**src/logic/ntc_pkg.sv**
```systemverilog
package ntc_pkg;

  // Clock and timestamp format
  localparam int unsigned CLK_FREQ_HZ = 100000000;
  localparam int unsigned CLK_PERIOD_NS = 1000000000 / CLK_FREQ_HZ;
  localparam int unsigned TS_W = 48;
  // Nominal core oscillator target, not used by any logic here
  localparam int unsigned RELAX_TARGET_HZ = 7372800;
  // Slow crystal used as time base while dozing
  localparam int unsigned XTAL32_HZ = 32768;
  localparam int unsigned XTAL32_STEP_NS = 1000000000 / XTAL32_HZ;
  // Read-time request processing latency, in microseconds
  localparam int unsigned REQ_PROC_TIME_US = 2000;
  localparam int unsigned REQ_PROC_CYCLES = REQ_PROC_TIME_US * (CLK_FREQ_HZ / 1000000);
  localparam int unsigned PROC_CNT_W = 24;

  // Serial activity lines watched for wake-up
  localparam int unsigned ACT_W = 3;
  localparam int unsigned ACT_API_RX = 0;
  localparam int unsigned ACT_API_RTS = 1;
  localparam int unsigned ACT_CLI_RX = 2;
  // Idle level of each activity line (all idle high)
  localparam logic [ACT_W-1:0] ACT_IDLE = 3'h7;

  // Packet source codes
  localparam logic PKT_SRC_STROBE = 1'h0;
  localparam logic PKT_SRC_REQUEST = 1'h1;

  // Power states
  typedef enum logic [0:0] {
    NTC_ACTIVE = 1'b0,
    NTC_DOZE = 1'b1
  } ntc_pwr_e;

endpackage

```
**src/logic/network_time_capture.sv**
```systemverilog
`timescale 1ns/100ps
module network_time_capture #(
  parameter int unsigned PROC_CYCLES = ntc_pkg::REQ_PROC_CYCLES
) (
  input wire logic clk, // Core clock
  input wire logic rst_n, // Synchronous reset, active low
  input wire logic time_strobe_n, // Time strobe pin, capture on rising edge
  input wire logic read_req, // Read-time request pulse from the API parser
  input wire logic xtal32_tick_in, // Slow crystal clock pin, sampled
  input wire logic xtal32_running, // Slow crystal has started oscillating
  input wire logic api_rx, // API serial receive line
  input wire logic api_rx_rts_n, // API receive request line
  input wire logic cli_rx, // CLI serial receive line
  input wire logic serial_busy, // A serial transfer is in progress
  input wire logic radio_need, // Radio requests its reference crystal
  input wire logic doze_req, // Software asks to enter doze
  input wire logic pkt_ready, // Packet sink accepts the packet
  output logic pkt_valid, // Time packet available
  output logic [ntc_pkg::TS_W-1:0] pkt_time, // Timestamp in nanoseconds
  output logic pkt_src, // 0 strobe, 1 read request
  output logic req_busy, // Read request still in processing
  output logic strobe_overrun, // Strobe arrived before previous one was sent
  output logic dozing, // Device is in doze state
  output logic xtal32_en, // Slow crystal enable
  output logic xtal20_en // Radio reference crystal enable
);

  logic strobe_rise;
  logic tick_rise;
  logic [ntc_pkg::ACT_W-1:0] act_rise;
  logic [ntc_pkg::ACT_W-1:0] act_fall;
  logic [ntc_pkg::ACT_W-1:0] act_level;
  logic [ntc_pkg::ACT_W-1:0] act_raw;
  logic activity;

  // Pin sampling: strobe idles high so the reset value avoids a false edge
  // synchronised strobe edge
  ntc_sync_edge #(.W(1), .INIT(1'h1)) u_strobe_sync (
    .clk(clk),
    .rst_n(rst_n),
    .async_in(time_strobe_n),
    .sync_out(),
    .rise(strobe_rise),
    .fall()
  );

  ntc_sync_edge #(.W(1), .INIT(1'h0)) u_tick_sync (
    .clk(clk),
    .rst_n(rst_n),
    .async_in(xtal32_tick_in),
    .sync_out(),
    .rise(tick_rise),
    .fall()
  );

  assign act_raw = {cli_rx, api_rx_rts_n, api_rx};

  ntc_sync_edge #(.W(ntc_pkg::ACT_W), .INIT(ntc_pkg::ACT_IDLE)) u_act_sync (
    .clk(clk),
    .rst_n(rst_n),
    .async_in(act_raw),
    .sync_out(act_level),
    .rise(act_rise),
    .fall(act_fall)
  );

  // Any edge or non-idle level counts as serial activity
  assign activity = (|act_rise) | (|act_fall) | (|(act_level ^ ntc_pkg::ACT_IDLE));

  // Network time base
  logic [ntc_pkg::TS_W-1:0] net_time;
  logic [ntc_pkg::TS_W-1:0] next_net_time;
  ntc_pkg::ntc_pwr_e pwr;
  ntc_pkg::ntc_pwr_e next_pwr;

  // Time advances per core cycle when active, per crystal tick when dozing
  always_comb begin
    next_net_time = net_time;
    if (pwr == ntc_pkg::NTC_ACTIVE) begin
      next_net_time = net_time + ntc_pkg::TS_W'(ntc_pkg::CLK_PERIOD_NS);
    end else if (tick_rise) begin
      next_net_time = net_time + ntc_pkg::TS_W'(ntc_pkg::XTAL32_STEP_NS);
    end
  end

  always_ff @(posedge clk) begin
    if (!rst_n) begin
      net_time <= '0;
    end else begin
      net_time <= next_net_time;
    end
  end

  // Strobe capture and request processing
  logic strb_pend;
  logic next_strb_pend;
  logic [ntc_pkg::TS_W-1:0] strb_time;
  logic [ntc_pkg::TS_W-1:0] next_strb_time;
  logic req_pend;
  logic next_req_pend;
  logic [ntc_pkg::TS_W-1:0] req_time;
  logic [ntc_pkg::TS_W-1:0] next_req_time;
  logic [ntc_pkg::PROC_CNT_W-1:0] proc_cnt;
  logic [ntc_pkg::PROC_CNT_W-1:0] next_proc_cnt;
  logic next_req_busy;
  logic next_overrun;
  logic take_strb;
  logic take_req;
  logic slot_free;

  // Output slot frees when empty or being accepted; strobe has priority
  assign slot_free = !pkt_valid || pkt_ready;
  assign take_strb = slot_free && strb_pend;
  assign take_req = slot_free && !strb_pend && req_pend;

  always_comb begin
    next_strb_pend = strb_pend;
    next_strb_time = strb_time;
    next_overrun = 1'b0;
    next_req_pend = req_pend;
    next_req_time = req_time;
    next_proc_cnt = proc_cnt;
    next_req_busy = req_busy;
    if (take_strb) begin
      next_strb_pend = 1'b0;
    end
    if (strobe_rise) begin
      next_strb_time = net_time;
      next_strb_pend = 1'b1;
      next_overrun = strb_pend && !take_strb;
    end
    if (take_req) begin
      next_req_pend = 1'b0;
    end
    if (req_busy) begin
      if (proc_cnt == '0) begin
        next_req_busy = 1'b0;
        next_req_time = net_time;
        next_req_pend = 1'b1;
      end else begin
        next_proc_cnt = proc_cnt - 1'b1;
      end
    end else if (read_req && !req_pend) begin
      next_req_busy = 1'b1;
      next_proc_cnt = ntc_pkg::PROC_CNT_W'(PROC_CYCLES - 1);
    end
  end

  always_ff @(posedge clk) begin
    if (!rst_n) begin
      strb_pend <= 1'b0;
      strb_time <= '0;
      strobe_overrun <= 1'b0;
      req_pend <= 1'b0;
      req_time <= '0;
      proc_cnt <= '0;
      req_busy <= 1'b0;
    end else begin
      strb_pend <= next_strb_pend;
      strb_time <= next_strb_time;
      strobe_overrun <= next_overrun;
      req_pend <= next_req_pend;
      req_time <= next_req_time;
      proc_cnt <= next_proc_cnt;
      req_busy <= next_req_busy;
    end
  end

  // Packet output
  logic next_pkt_valid;
  logic [ntc_pkg::TS_W-1:0] next_pkt_time;
  logic next_pkt_src;

  // Packet held until accepted, then the next pending one is loaded
  always_comb begin
    next_pkt_valid = pkt_valid && !pkt_ready;
    next_pkt_time = pkt_time;
    next_pkt_src = pkt_src;
    if (take_strb) begin
      next_pkt_valid = 1'b1;
      next_pkt_time = strb_time;
      next_pkt_src = ntc_pkg::PKT_SRC_STROBE;
    end else if (take_req) begin
      next_pkt_valid = 1'b1;
      next_pkt_time = req_time;
      next_pkt_src = ntc_pkg::PKT_SRC_REQUEST;
    end
  end

  always_ff @(posedge clk) begin
    if (!rst_n) begin
      pkt_valid <= 1'b0;
      pkt_time <= '0;
      pkt_src <= ntc_pkg::PKT_SRC_STROBE;
    end else begin
      pkt_valid <= next_pkt_valid;
      pkt_time <= next_pkt_time;
      pkt_src <= next_pkt_src;
    end
  end

  // Power state and oscillator control
  logic work_left;
  logic next_dozing;
  logic next_xtal32_en;
  logic next_xtal20_en;

  assign work_left = strb_pend || req_pend || req_busy || pkt_valid;

  // doze only once serial transfers and packets are done
  always_comb begin
    next_pwr = pwr;
    unique case (pwr)
      ntc_pkg::NTC_ACTIVE: begin
        if (doze_req && !serial_busy && !activity && !work_left && !radio_need) begin
          next_pwr = ntc_pkg::NTC_DOZE;
        end
      end
      ntc_pkg::NTC_DOZE: begin
        if (activity || strobe_rise || read_req || radio_need || !doze_req) begin
          next_pwr = ntc_pkg::NTC_ACTIVE;
        end
      end
    endcase
    next_dozing = (next_pwr == ntc_pkg::NTC_DOZE);
    // slow crystal stays on once running
    next_xtal32_en = xtal32_en || xtal32_running;
    next_xtal20_en = radio_need;
  end

  always_ff @(posedge clk) begin
    if (!rst_n) begin
      pwr <= ntc_pkg::NTC_ACTIVE;
      dozing <= 1'b0;
      xtal32_en <= 1'b1;
      xtal20_en <= 1'b0;
    end else begin
      pwr <= next_pwr;
      dozing <= next_dozing;
      xtal32_en <= next_xtal32_en;
      xtal20_en <= next_xtal20_en;
    end
  end

endmodule // network_time_capture

```
**src/logic/ntc_sync_edge.sv**
```systemverilog
`timescale 1ns/100ps
module ntc_sync_edge #(
  parameter int unsigned W = 1,
  parameter logic [W-1:0] INIT = '0
) (
  input wire logic clk, // System clock
  input wire logic rst_n, // Synchronous reset, active low
  input wire logic [W-1:0] async_in, // Raw pin levels
  output logic [W-1:0] sync_out, // Synchronised levels
  output logic [W-1:0] rise, // One-cycle rising edge pulses
  output logic [W-1:0] fall // One-cycle falling edge pulses
);

  logic [W-1:0] meta;
  logic [W-1:0] next_meta;
  logic [W-1:0] stage;
  logic [W-1:0] next_stage;
  logic [W-1:0] last;
  logic [W-1:0] next_last;

  // Next values per bit
  genvar g;
  generate
    for (g = 0; g < W; g++) begin : g_bit
      always_comb begin
        next_meta[g] = async_in[g];
        next_stage[g] = meta[g];
        next_last[g] = stage[g];
      end
    end
  endgenerate

  // Two flip-flops, then a history stage for edge detection
  always_ff @(posedge clk) begin
    if (!rst_n) begin
      meta <= INIT;
      stage <= INIT;
      last <= INIT;
    end else begin
      meta <= next_meta;
      stage <= next_stage;
      last <= next_last;
    end
  end

  // Edge detection looks only at the second stage and its history
  assign sync_out = stage;
  assign rise = stage & ~last;
  assign fall = ~stage & last;

endmodule // ntc_sync_edge

```
**config.mk**
```make
export PLATFORM = sky130hd
export DESIGN_NAME = network_time_capture
export DESIGN_NICKNAME = d
export VERILOG_FILES = /design/src/logic/ntc_pkg.sv /design/src/logic/network_time_capture.sv /design/src/logic/ntc_sync_edge.sv
export SDC_FILE = /design/constraint.sdc
export NUM_CORES = 1
export LEC_CHECK = 0
export BUFFER_PORTS_ARGS = -buffer_cell sky130_fd_sc_hd__buf_2
export CAP_MARGIN = 20
export CELL_PAD_IN_SITES_DETAIL_PLACEMENT = 0
export CELL_PAD_IN_SITES_GLOBAL_PLACEMENT = 1
export CORE_ASPECT_RATIO = 1.2
export CORE_MARGIN = 5
export CORE_UTILIZATION = 30
export CTS_BUF_LIST = sky130_fd_sc_hd__clkbuf_8
export DETAILED_ROUTE_END_ITERATION = 12
export MAX_ROUTING_LAYER = met4
export PLACE_DENSITY_LB_ADDON = 0.1
export SETUP_SLACK_MARGIN = 0.4
export SYNTH_ARGS = -nofsm -noshare
export SYNTH_HDL_FRONTEND = slang
export SYNTH_SLANG_ARGS = --single-unit
```
**constraint.sdc**
```tcl
create_clock -name clk -period 3.01 [get_ports clk]
set_input_delay 0.7525 -clock clk [delete_from_list [all_inputs] [get_ports clk]]
set_output_delay 0.7525 -clock clk [all_outputs]
set_load 0.1 [all_outputs]
```
# Word level (Yosys, flattened, before mapping)
# Cells that the tools add are included.
# word_totals
regBits	240
inputBits	13
output_inout_bits	55
word_cells	100
# op_classes
add_sub_neg	3
n_eq_ne	2
n_mux	20
bitwise	12
reduce_logical	40
# op_table
cell	n
two-way mux 48 bit	4
two-way mux 24 bit	3
adder 48 x 15 -> 48 bit (second input constant)	1
adder 48 x 4 -> 48 bit (second input constant)	1
zero test 24 bit	1
subtractor 24 x 1 -> 24 bit (second input constant)	1
two-way mux 1 bit	12
logical AND 1 bit	10
zero test 1 bit	10
logical OR 1 bit	9
OR reduction 3 bit	3
AND 3 bit	2
inverter 3 bit	2
AND reduction 2 bit	3
nonzero test 2 bit	3
inequality test 2 bit (second input constant)	2
inverter 1 bit	4
AND 1 bit	2
OR 1 bit	2
case mux 1 bit (2 select lines)	1
OR reduction 2 bit	1

# Depth between registers and ports, before layout
# Gate-level depths: netlist of run 1.
# logic_depth
word_depth	11
ltp_mapped	10
ltp_nobuf	8

# Hierarchy
# From an unflattened synthesis of run 1, not the netlist that was laid out.
# hier_totals
cells_unflattened	1288
hier_area_um2	10437.5
# modules_own_cells
module	n_inst	cells_each	area_each_um2	seq_area_each_um2
network_time_capture	1	1248	9980.8	4504.3
ntc_sync_edge at u_act_sync	1	24	274.0	180.2
ntc_sync_edge at u_strobe_sync ...	2	8	91.3	60.1

# Least setup slack after synthesis of run 1
# Ideal clock, no wire load.
# synth_path
path_type	flip-flop to flip-flop
start	reg pwr
end	reg net_time[35] (netlist name)
setup_time_ns	0.128
t_arrival_ns	2.561
t_required_ns	2.882
slack_ns	0.322
stages_incl_launch_ff	9
path_buffers	2
period_less_slack_ns	2.688
path_cell_list	dfxtp_1 -> clkbuf_1 -> nor4b_1 -> nand2_1 -> o21ai_1 -> clkbuf_1 -> nor4_1 -> xnor2_1 -> nor2_1
# synth_between
elab_chain_len	1
word_cells_on_any_way	2
classes_between	eq/ne: 1; mux: 1
# synth_lines
item	line_no	text
start, declared	network_time_capture.sv:73	ntc_pkg::ntc_pwr_e pwr;
start signal, assigned	network_time_capture.sv:233	pwr <= ntc_pkg::NTC_ACTIVE;
start signal, assigned	network_time_capture.sv:238	pwr <= next_pwr;
inequality test 2 bit (no source line) or two-way mux 48 bit (tied branches)	n/a	
end signal, assigned	network_time_capture.sv:90	net_time <= next_net_time;
end, declared	network_time_capture.sv:71	logic [ntc_pkg::TS_W-1:0] net_time;
# Parallel ways exist; a longest one is shown, timed or not.
# A chain may end at the register's enable or synchronous reset.

# Worst setup path in the final report of run 1
# layout_path
start	reg net_time[18] (netlist name)
end	reg net_time[42] (netlist name)
# layout_between
elab_chain_len	3
word_cells_on_any_way	4
classes_between	add/sub: 2; mux: 2
# layout_lines
item	line_no	text
adder 48 x 15 -> 48 bit	network_time_capture.sv:82	next_net_time = net_time + ntc_pkg::TS_W'(ntc_pkg::XTAL32_STEP_NS);
two-way mux 48 bit	network_time_capture.sv:81	end else if (tick_rise) begin
two-way mux 48 bit *	network_time_capture.sv:79	if (pwr == ntc_pkg::NTC_ACTIVE) begin
# Mark *: on every way between the ends. The rest lies on a longest branch, timed or not. The select of a mux whose other input is x is not followed.

==> results of run 1 <==
## cell usage in the layout, fill, tap and decap left out, types with 4 or more instances in the layout
cell	instances
buf_12	4
buf_2	67
a31oi_1	4
xor2_1	18
a211oi_1	6
or3_1	57
a21oi_1	184
clkbuf_8	53
nor3_1	10
and2_1	5
ha_1	5
nor2_1	80
inv_1	31
and3_1	4
o211a_1	4
nand2b_1	16
nor4_1	18
nand4_1	16
xnor2_1	39
nand3_1	24
buf_4	26
nand2_1	221
o21ai_0	111
dfxtp_1	237
## kinds of logic (layout without fill, tap and decap cells)
kind of cell	Yosys count	in the layout
simple gates	483	483
buf+inv	116	188
flops	240	240
xor+xnor	57	57
mux	1	1
fa+ha+maj	5	5
compound gates	335	335
## final timing paths
| kind | from | slack, ps | to |
|---|---|---|---|
| setup / recovery | net_time[18] | 550 | net_time[42] |
| hold / removal | time_strobe_n | 370 | u_strobe_sync.meta |
| setup reg to reg | net_time[18] | 550 | net_time[42] |
| hold reg to reg | u_act_sync.meta[0] | 400 | u_act_sync.sync_out[0] |
## worst register-to-register path: stages (launching register included)
cell      delay [ps]
dfxtp_1          500
nand4_4          210
or4_1            640
nand3b_4         270
nor4_4           480
a31o_2           220
a21oi_1           50
## metal layers
metal	up-vias	part of all wire [%]	GRT usage, %
li1	4337	-	-
met1	3923	48	20.1
met2	122	47	25.5
met3	40	3.4	2.77
met4	0	1.8	3.95
met5	-	0	-
## per-stage QoR
step / utilization (%) / cell area (sq um) / instances / hold slack (ps) / total power [mW]
floorplan: - / 9980 / 1237 / 386 / 3.74
global placement: 32.6 / 10800 / 1681 / 388 / 3.88
detailed placement: 32.7 / 10800 / 1682 / 393 / 3.88
CTS: 35.3 / 11600 / 1756 / 320 / 6.99
global route: 35.4 / 11700 / 1759 / 345 / 7.16
finish: 35.4 / 11700 / 1759 / 370 / 6.83
## sequential cells by signal (all words and copies together) (netlist names), 3 cells and up
signal and count:
strb_time 48, net_time 48, u_act_sync.last 3, proc_cnt 24, u_act_sync.sync_out 3, u_act_sync.meta 3
pkt_time 48, req_time 48
## layout make-up
class,instances,area share [%]
clock buffer,53,6.24
clock inverter,21,0.985
inverter,16,0.536
multi-input combinational,881,40.8
sequential,240,41.2
tap,450,4.82
timing repair buffer,98,5.46
## power breakdown
group / total, mW / switching [mW] / internal [mW]
Clock: 3.02 / 1.36 / 1.66
Sequential: 3.29 / 0.0563 / 3.24
Combinational: 0.511 / 0.375 / 0.136
## repair_timing
| action | 4_1_cts | 5_1_grt |
|---|---|---|
| buffers inserted | 0 | 3 |
| setup endpoints to repair | 0 | 24 |
| gates resized for setup | 0 | 8 |
| hold buffers | 0 | 0 |
==> summary.md, run 1 <==
| Metric | Value |
|---|---|
| Critical Path RT | 3450 ps |
| Number of enable flip-flop cells after synthesis | 0 |
| PortBufs | 67 |
| Pre-CTS setup slack | ~400 ps |
| DR WL/cell | approximately 16 microns |
| Mux cell area share after synthesis | less than 1% |
| Synth warn | 0 |
| Most instantiated cells after synthesis | dfxtp_1, nand2_1, a21oi_1, o21ai_0, clkbuf_1 |
| TNS Setup | 0 ps |
| N_diodes | 0 |
| CP startpoint kind | register |
| Crit-path cells | nand4_4, or4_1, nand3b_4, nor4_4, a31o_2, a21oi_1 |
| Worst setup margin | 548 ps |
| Number of DRC markers after the initial detailed-route iteration | between 300 and 400 |
| Syn Inst Count | between 1000 and 1500 |
| CTS tree | done |
| Die X | about 180 microns |
| Compound-Gate Fraction of Synth Area | 18.3% |
| Core footprint | around 33000 sq um |
| Worst Setup End Kind | register |
| DRC | 0 |
| Largest family of logic cells by synthesized area | simple AND/OR/NAND/NOR gates |
| Via count | approximately 8400 |
| Ports | roughly 70 |
| Leak Pwr | roughly 4.2 nW |
| Post-DP HPWL | about 18 mm |
| Wirelength, routed | roughly 28 mm |
| Antenna Nets Post-Route | 0 |
| First-pass GRT wire length | 46.2 mm |
| Num CTS Buffers | 44 |
| Mapped Area | around 10000 sq um |
| Relative slew slack | ~33% |
| Worst Reg2Reg Path Length in Cells | 6 |
| XOR/XNOR share of the synthesized area | ~5% |
| Reg area | 4810 sq um |
| Root buffer cell | clkbuf_8 |
| Largest net degree at the start of global routing | just under 60 |
| Net count, final | 1299 |
| CP max-delay cell | or4_1 |
| Initial Utilization | between 30 and 40% |
| Post-synth top area share | between 40% and 50% |
| Tmin final | ~2500 ps |
| Initial antenna violation count | 0 |
| CTS H-tree lvls | 2 |
| Fmax | 0.406 GHz |
| Seq/Total Area, Yosys | about 48% |
| Share of layout cells above drive strength 1 | between 10 and 15% |
| Clk slew on worst S/H paths | approximately 60 ps |
| Row count | 73 |
| Final setup fails | 0 |
| Ys async rst share | 0% |
| Via-to-Cell Ratio | 4.79 |
| Worst path bufs/invs | 0 |
| Fin crit share | just over 80% |
| Clock Latency Late Sink | about 570 ps |
| Net Count, Synth | 1255 |
| Max Root-Sink Buffers | 3 |
| Clk_skew | between 20 and 25 ps |
| GR Util All Layers | roughly 16% |
| Status | complete, no violations |
| Synth cell types | between 60 and 70 |
| Die area | around 37000 sq um |
| Synth area leaders | dfxtp_1, a21oi_1, nand2_1 |
| Die height | approximately 210 microns |
| Slew Viols, Final | 0 |
| Measured slew at the worst slew-check pin | 1000 ps |
| Setup CP Type | reg2reg |
| Main flop type after synthesis | dfxtp_1 |
| Most frequent cell after synthesis | dfxtp_1 |
| Crit path DAT | ~2900 ps |
| Maximum fanout along the worst path | 8 |
| GPL Wtd Cong | 0.796 |
| Adder-cell share of the synthesized area | 0.627% |
| Register bit total from synthesis | between 200 and 250 |
| Worst VDD drop | 0.421 mV |
| RSZ-0062 raised after global routing | false |
| Global route overflow | 0 |
| Number of global-route vias before repair | between 8000 and 9000 |
| Min-Delay Path Class | in2reg |
| Reported max-cap violation count | 0 |
| Dominant cell type by area after synthesis | dfxtp_1 |
| Multi-input logic area | 4760 sq um |
| Max incr delay on CP | 640 ps |
| Delay-heaviest family, CP | simple AND/OR/NAND/NOR gates |
| First-pass iteration count of the detailed router | 5 |
| Fillers | 3524 |
| Cell count along the critical path | 6 |
| Final Hold Vio Count | 0 |
| Cells on Worst Hold Path | 2 |
| Pwr/cell area | roughly 580 nW/um^2 |
| Area growth syn-to-layout | 17.1% |
| Post-synthesis simple-gate area fraction | roughly a quarter |
| CTS Sinks | 240 |
| Post-Synthesis Mean Instance Area | about 8 sq um |
Note: power is estimated with default switching activity, not from simulation.
==> run 2: changes to the inputs <==
clock period = 2.1 ns   (was 3.01 ns; I/O delays follow)
==> run 2 against run 1 <==
Net effect: the flow now finishes with violations (setup timing); core utilization up 12 points; hold slack lost 220 ps; via count is 12% higher; register-to-register slack lost 580 ps; critical path depth is the same; combinational power is 140% higher; sequential power is 43% higher; power rose by 48%; count of clock-buffer cells in the layout is 4 lower; routed wire length grew 21%; critical endpoint is now net_time[43]; highest routed layer unchanged.
==> summary.md, run 2 (synthesis results as in run 1) <==
| Metric | Value |
|---|---|
| Most common library cell in the layout ignoring fill and taps | dfxtp_1 |
| Worst path bufs/invs | 0 |
| Worst setup margin | -32.9 ps |
| Final Cell Area | 15500 sq um |
| Violated checks | setup timing |
| Antenna Nets Post-Route | 0 |
| Critical Path RT | between 2000 and 3000 ps |
| Leak Pwr | a little over 6 nW |
| First-pass GRT wire length | between 50 and 60 mm |
| Crit-path cells | and4_2, and3_1, a21oi_1, or4_4, or3_4, a21oi_2 |
| CTS tree | done |
| GPL Wtd Cong | about 0.85 |
| Delay-heaviest family, CP | simple AND/OR/NAND/NOR gates |
| Die height | about 210 microns |
| RSZ-0062 raised after global routing | true |
| Final Hold Vio Count | 0 |
| Largest net degree at the start of global routing | 54 |
| Post-Layout Cell Count | 1921 |
| Worst Setup End Kind | register |
| Launch point of the worst reg-to-reg path | net_time[12] |
| Clk_skew | 18.8 ps |
| CP startpoint kind | register |
| Placed inst area | 11700 sq um |
| Root buffer cell | clkbuf_8 |
| Ports | ~70 |
| Max Root-Sink Buffers | 3 |
| Initial antenna violation count | 0 |
| Die area | roughly 37000 sq um |
| Worst Hold Launch | xtal32_running |
| WHS Endpoint | xtal32_en |
| Final setup fails | 6 |
| CTS H-tree lvls | 2 |
| Status | finished with violations |
| Num CTS Buffers | 43 |
| Cells on Worst Hold Path | 2 |
| Share of layout cells above drive strength 1 | 40.0% |
| Net count, final | around 1500 |
| Row count | between 70 and 80 |
| N_diodes | 0 |
| Die X | 176 microns |
| Total Power | approximately 10 mW |
| Max incr delay on CP | 550 ps |
| Number of DRC markers after the initial detailed-route iteration | between 300 and 400 |
| Clk slew on worst S/H paths | ~60 ps |
| Cts hold-fix bufs | 0 |
| Setup CP Type | reg2reg |
| Crit path DAT | 2630 ps |
| Pwr/cell area | 653 nW/um^2 |
| Worst Reg2Reg Path Length in Cells | 6 |
| R2R Setup Slk | -30 ps |
| Tmin final | around 2100 ps |
| CTS Sinks | 240 |
| Hold WS | 148 ps |
| Fmax | 0.469 GHz |
| Maximum fanout along the worst path | 6 |
| Measured slew at the worst slew-check pin | between 500 and 600 ps |
| Global route overflow | 0 |
| Post-DP HPWL | approximately 20 mm |
| Initial Utilization | a little under a third |
| Number of global-route vias before repair | 9688 |
| DRC | 0 |
| DR WL/cell | about 18 microns |
| Worst VDD drop | roughly 0.49 mV |
| Most frequent cells in the layout | dfxtp_1, nand2_1, buf_4 |
| First-pass iteration count of the detailed router | 4 |
| Slew Viols, Final | 0 |
| Min-Delay Path Class | in2reg |
| GR Util All Layers | a little under a fifth |
| Via count | 9444 |
| Worst r2r dst | net_time[43] |
| Core footprint | approximately 33000 sq um |
| Dpl cells | 1784 |
| Relative slew slack | between 60% and 70% |
| PortBufs | 67 |
| Wirelength, routed | around 34 mm |
| Clock Latency Late Sink | 560 ps |
| Area growth syn-to-layout | 55.2% |
| Fin crit share | 102% |
| CP max-delay cell | or4_4 |
| Reported max-cap violation count | 0 |
| Via-to-Cell Ratio | between 4 and 5 |
==> run 2: repair_timing <==
| action | in CTS | in global routing |
|---|---|---|
| cloned | 12 | 3 |
| pin swaps | 94 | 123 |
| setup buffers | 35 | 14 |
| setup endpoints to repair | 166 | 169 |
| gates resized for setup | 354 | 216 |
==> run 2: power breakdown <==
group          total, mW  switching [mW]  internal, mW
clock network       4.17            1.94          2.23
registers           4.72          0.0827          4.64
logic               1.21           0.720         0.487
==> run 2: routing by layer <==
metal	vias to the layer above	wire (microns)	track usage [%]
li1	4670	-	-
met1	4606	15200	22.4
met2	113	17300	31.8
met3	55	1120	2.74
met4	0	769	5.12
met5	-	0	-
==> run 2: worst reg2reg max path, stage by stage (launching register included) <==
cell and delay (ps):
dfxtp_1 430, and4_2 310, and3_1 210, a21oi_1 90
or4_4 550, or3_4 350, a21oi_2 130
==> run 2: metrics by stage <==
stage / setup slack, ps / TNS, ps / util (%)
4_1_cts: -35.7 / -63.0 / 43.7
3_3_place_gp: -191 / -824 / 35.5
3_5_place_dp: -161 / -1260 / 35.6
6_report: -32.9 / -128 / 47.0
5_1_grt: -121 / -1360 / 47.0
2_1_floorplan: 14.3 / 0 / -
==> run 2: cell type report <==
type,count,area [sq um]
repair buffers,259,3000
clock inverters,24,123
flip-flops and latches,240,4870
fillers,3226,17500
well taps,450,563
clock buffers,49,674
inverters,16,65.1
multi-input cells,883,6180
==> run 2: worst max path at each step <==
stage / startpoint / endpoint / slack, ps / cells past startpoint
finish: net_time[12] / net_time[43] / -30 / 6
global route: net_time[1] / net_time[33] / -120 / 8
CTS: net_time[24] / net_time[41] / -40 / 5
detailed placement: net_time[3] / net_time[24] / -160 / 8
global placement: net_time[3] / net_time[24] / -190 / 8
floorplan: pwr / net_time[44] / 10 / 7
==> run 3: changes to the inputs <==
CELL_PAD_IN_SITES_DETAIL_PLACEMENT = unset   (was 0)
CELL_PAD_IN_SITES_GLOBAL_PLACEMENT = unset   (was 1)
CORE_UTILIZATION = 52   (was 30)
PLACE_DENSITY = 0.73   (was unset)
PLACE_DENSITY_LB_ADDON = unset   (was 0.1)
==> run 3 against run 2 <==
Net effect: the flow still finishes with violations (setup timing); non-clock buffer count did not move; global-route usage rose by 9.8 points; register-to-register slack worse by 90 ps; largest cell class unchanged.
==> summary.md, run 3 (synthesis results as in run 1) <==
| Metric | Value |
|---|---|
| Status | finished with violations |
| Violated checks | setup timing |
| Initial antenna violation count | 0 |
| Worst setup margin | -120 ps |
| Min-Delay Path Class | in2reg |
| First-pass iteration count of the detailed router | 5 |
| Setup CP Type | reg2reg |
| Die height | between 150 and 200 microns |
| Clock Latency Late Sink | roughly 560 ps |
| Post-DP HPWL | about 16 mm |
| Worst r2r dst | net_time[27] |
| Root buffer cell | clkbuf_8 |
| Reported max-cap violation count | 0 |
| CP max-delay cell | or4b_4 |
| GR Util All Layers | between 20% and 30% |
| Pwr/cell area | 676 nW/um^2 |
| DR WL/cell | 21.4 microns |
| Cell count along the critical path | 7 |
| Met1 WL | approximately 14 mm |
| Num CTS Buffers | 39 |
| Worst VDD drop | 0.562 mV |
| Comb pwr share | 12.0% |
| Die X | between 100 and 150 microns |
| First-pass GRT wire length | just under 50 mm |
| N_diodes | 0 |
| TNS Setup | -838 ps |
| CP startpoint kind | register |
| Leak Pwr | approximately 5.8 nW |
| Initial Utilization | a little over half |
| Die area | between 20000 and 25000 sq um |
| Crit-path cells | ha_4, o21ba_4, or4b_4, o21a_4, nor4b_4, xnor2_1, nor2_1 |
| GPL Wtd Cong | 0.934 |
| Antenna Nets Post-Route | 0 |
| Met2 wire len | between 15 and 20 mm |
| Most common library cell in the layout ignoring fill and taps | dfxtp_1 |
| Most frequent cells in the layout | dfxtp_1, nand2_1, buf_4 |
| Measured slew at the worst slew-check pin | roughly 650 ps |
| Ports | 68 |
| Clock power share | between 40 and 50% |
| Relative slew slack | roughly 57% |
| Final setup fails | 21 |
| DRC | 0 |
| Final Cell Area | around 15000 sq um |
| Critical Path RT | ~2500 ps |
| Fin crit share | 106% |
| Core footprint | approximately 19000 sq um |
| RSZ-0062 raised after global routing | true |
| Worst path bufs/invs | 0 |
| Sw Share | a little over a quarter |
| Reg power frac | between 40 and 50% |
| Launch point of the worst reg-to-reg path | net_time[1] |
| Delay-heaviest family, CP | simple AND/OR/NAND/NOR gates |
| Sw power | about 2.7 mW |
| Top Metal Used | met4 |
| Max Root-Sink Buffers | 3 |
| Clk_skew | approximately 44 ps |
| Row count | 55 |
| Via-to-Cell Ratio | ~6.3 |
| CTS tree | done |
| Worst Reg2Reg Path Length in Cells | 7 |
| PortBufs | 67 |
| Via count | ~11000 |
| Wirelength, routed | 36.8 mm |
| Fmax | between 0.4 and 0.5 GHz |
| R2R Setup Slk | -120 ps |
| Number of global-route vias before repair | around 10000 |
| Clk slew on worst S/H paths | 60 ps |
| Net count, final | 1455 |
| Global route overflow | 0 |
| Largest net degree at the start of global routing | 50 |
| Worst Setup End Kind | register |
| Fillers | 1022 |
| Max incr delay on CP | roughly 490 ps |
| CTS Sinks | 240 |
| Tmin final | ~2200 ps |
| CTS H-tree lvls | 2 |
| Maximum fanout along the worst path | 5 |
| Area growth syn-to-layout | 49.2% |
| Setup crit end | net_time[27] |
| Slew Viols, Final | 0 |
| Final Hold Vio Count | 0 |
| Crit path from | net_time[1] |
| Internal power | 7.34 mW |
| Number of DRC markers after the initial detailed-route iteration | between 1000 and 1500 |
| Crit path DAT | between 2000 and 3000 ps |
| Placed inst area | 11300 sq um |
| Metal3 WL | between 3 and 4 mm |
| Share of layout cells above drive strength 1 | 39.8% |
[run 3: worst min path at each step]
stage                             startpoint                     end  slack, ps  cells past startpoint
after CTS                     xtal32_running               xtal32_en        170                      2
after global placement    u_act_sync.meta[0]  u_act_sync.sync_out[0]        390                      1
after global routing            api_rx_rts_n      u_act_sync.meta[1]        170                      2
after floorplan           u_act_sync.meta[0]  u_act_sync.sync_out[0]        390                      1
after detailed placement  u_act_sync.meta[1]  u_act_sync.sync_out[1]        400                      1
final                                 cli_rx      u_act_sync.meta[2]        180                      2
[run 3: through the flow]
stage,utilization (%),hold slack [ps],setup slack [ps],std cells,power [mW]
2_1_floorplan,-,386,14.3,1237,5.40
3_3_place_gp,60.1,387,-57.4,1574,5.61
3_5_place_dp,60.1,401,-98.3,1574,5.62
4_1_cts,73.7,170,-9.98,1693,9.84
5_1_grt,79.0,170,-157,1719,10.4
6_report,79.0,182,-120,1719,10.1
[run 3: worst reg2reg max path: stages (launching register included)]
cell	delay (ps)
dfxtp_4	400
ha_4	170
o21ba_4	140
or4b_4	490
o21a_4	290
nor4b_4	330
xnor2_1	200
nor2_1	90
[run 3: timing repair]
item,4_1_cts,5_1_grt
hold buffers,0,0
endpoints found under the hold margin,0,0
gates resized for setup,320,187
buffers inserted,43,25
setup endpoints to repair,167,161
gates cloned,9,1
pin swaps,138,64
[run 3: cell type report]
| class | instances | area, sq um | share of cell area, % |
|---|---|---|---|
| Clock inverter | 17 | 98.8 | 0.664 |
| Timing Repair Buffer | 259 | 2680 | 18.0 |
| Inverter | 16 | 65.1 | 0.437 |
| Clock buffer | 50 | 688 | 4.62 |
| Tap cell | 256 | 320 | 2.15 |
| Sequential cell | 240 | 4860 | 32.7 |
| Multi-Input combinational cell | 881 | 6170 | 41.5 |
[run 3: metal layers]
| metal | vias up | GRT usage (%) |
|---|---|---|
| met5 | - | - |
| met3 | 239 | 5.82 |
| li1 | 4650 | - |
| met2 | 766 | 46.2 |
| met1 | 5107 | 32.9 |
| met4 | 0 | 14.1 |
[run 3: power groups by stage]
stage	registers (mW)	logic (mW)	clock network, mW
after floorplan	4.98	0.415	0
after global placement	4.80	0.815	0
final	4.73	1.21	4.13
after detailed placement	4.80	0.826	0
after CTS	4.71	1.01	4.12
after global routing	4.73	1.26	4.37
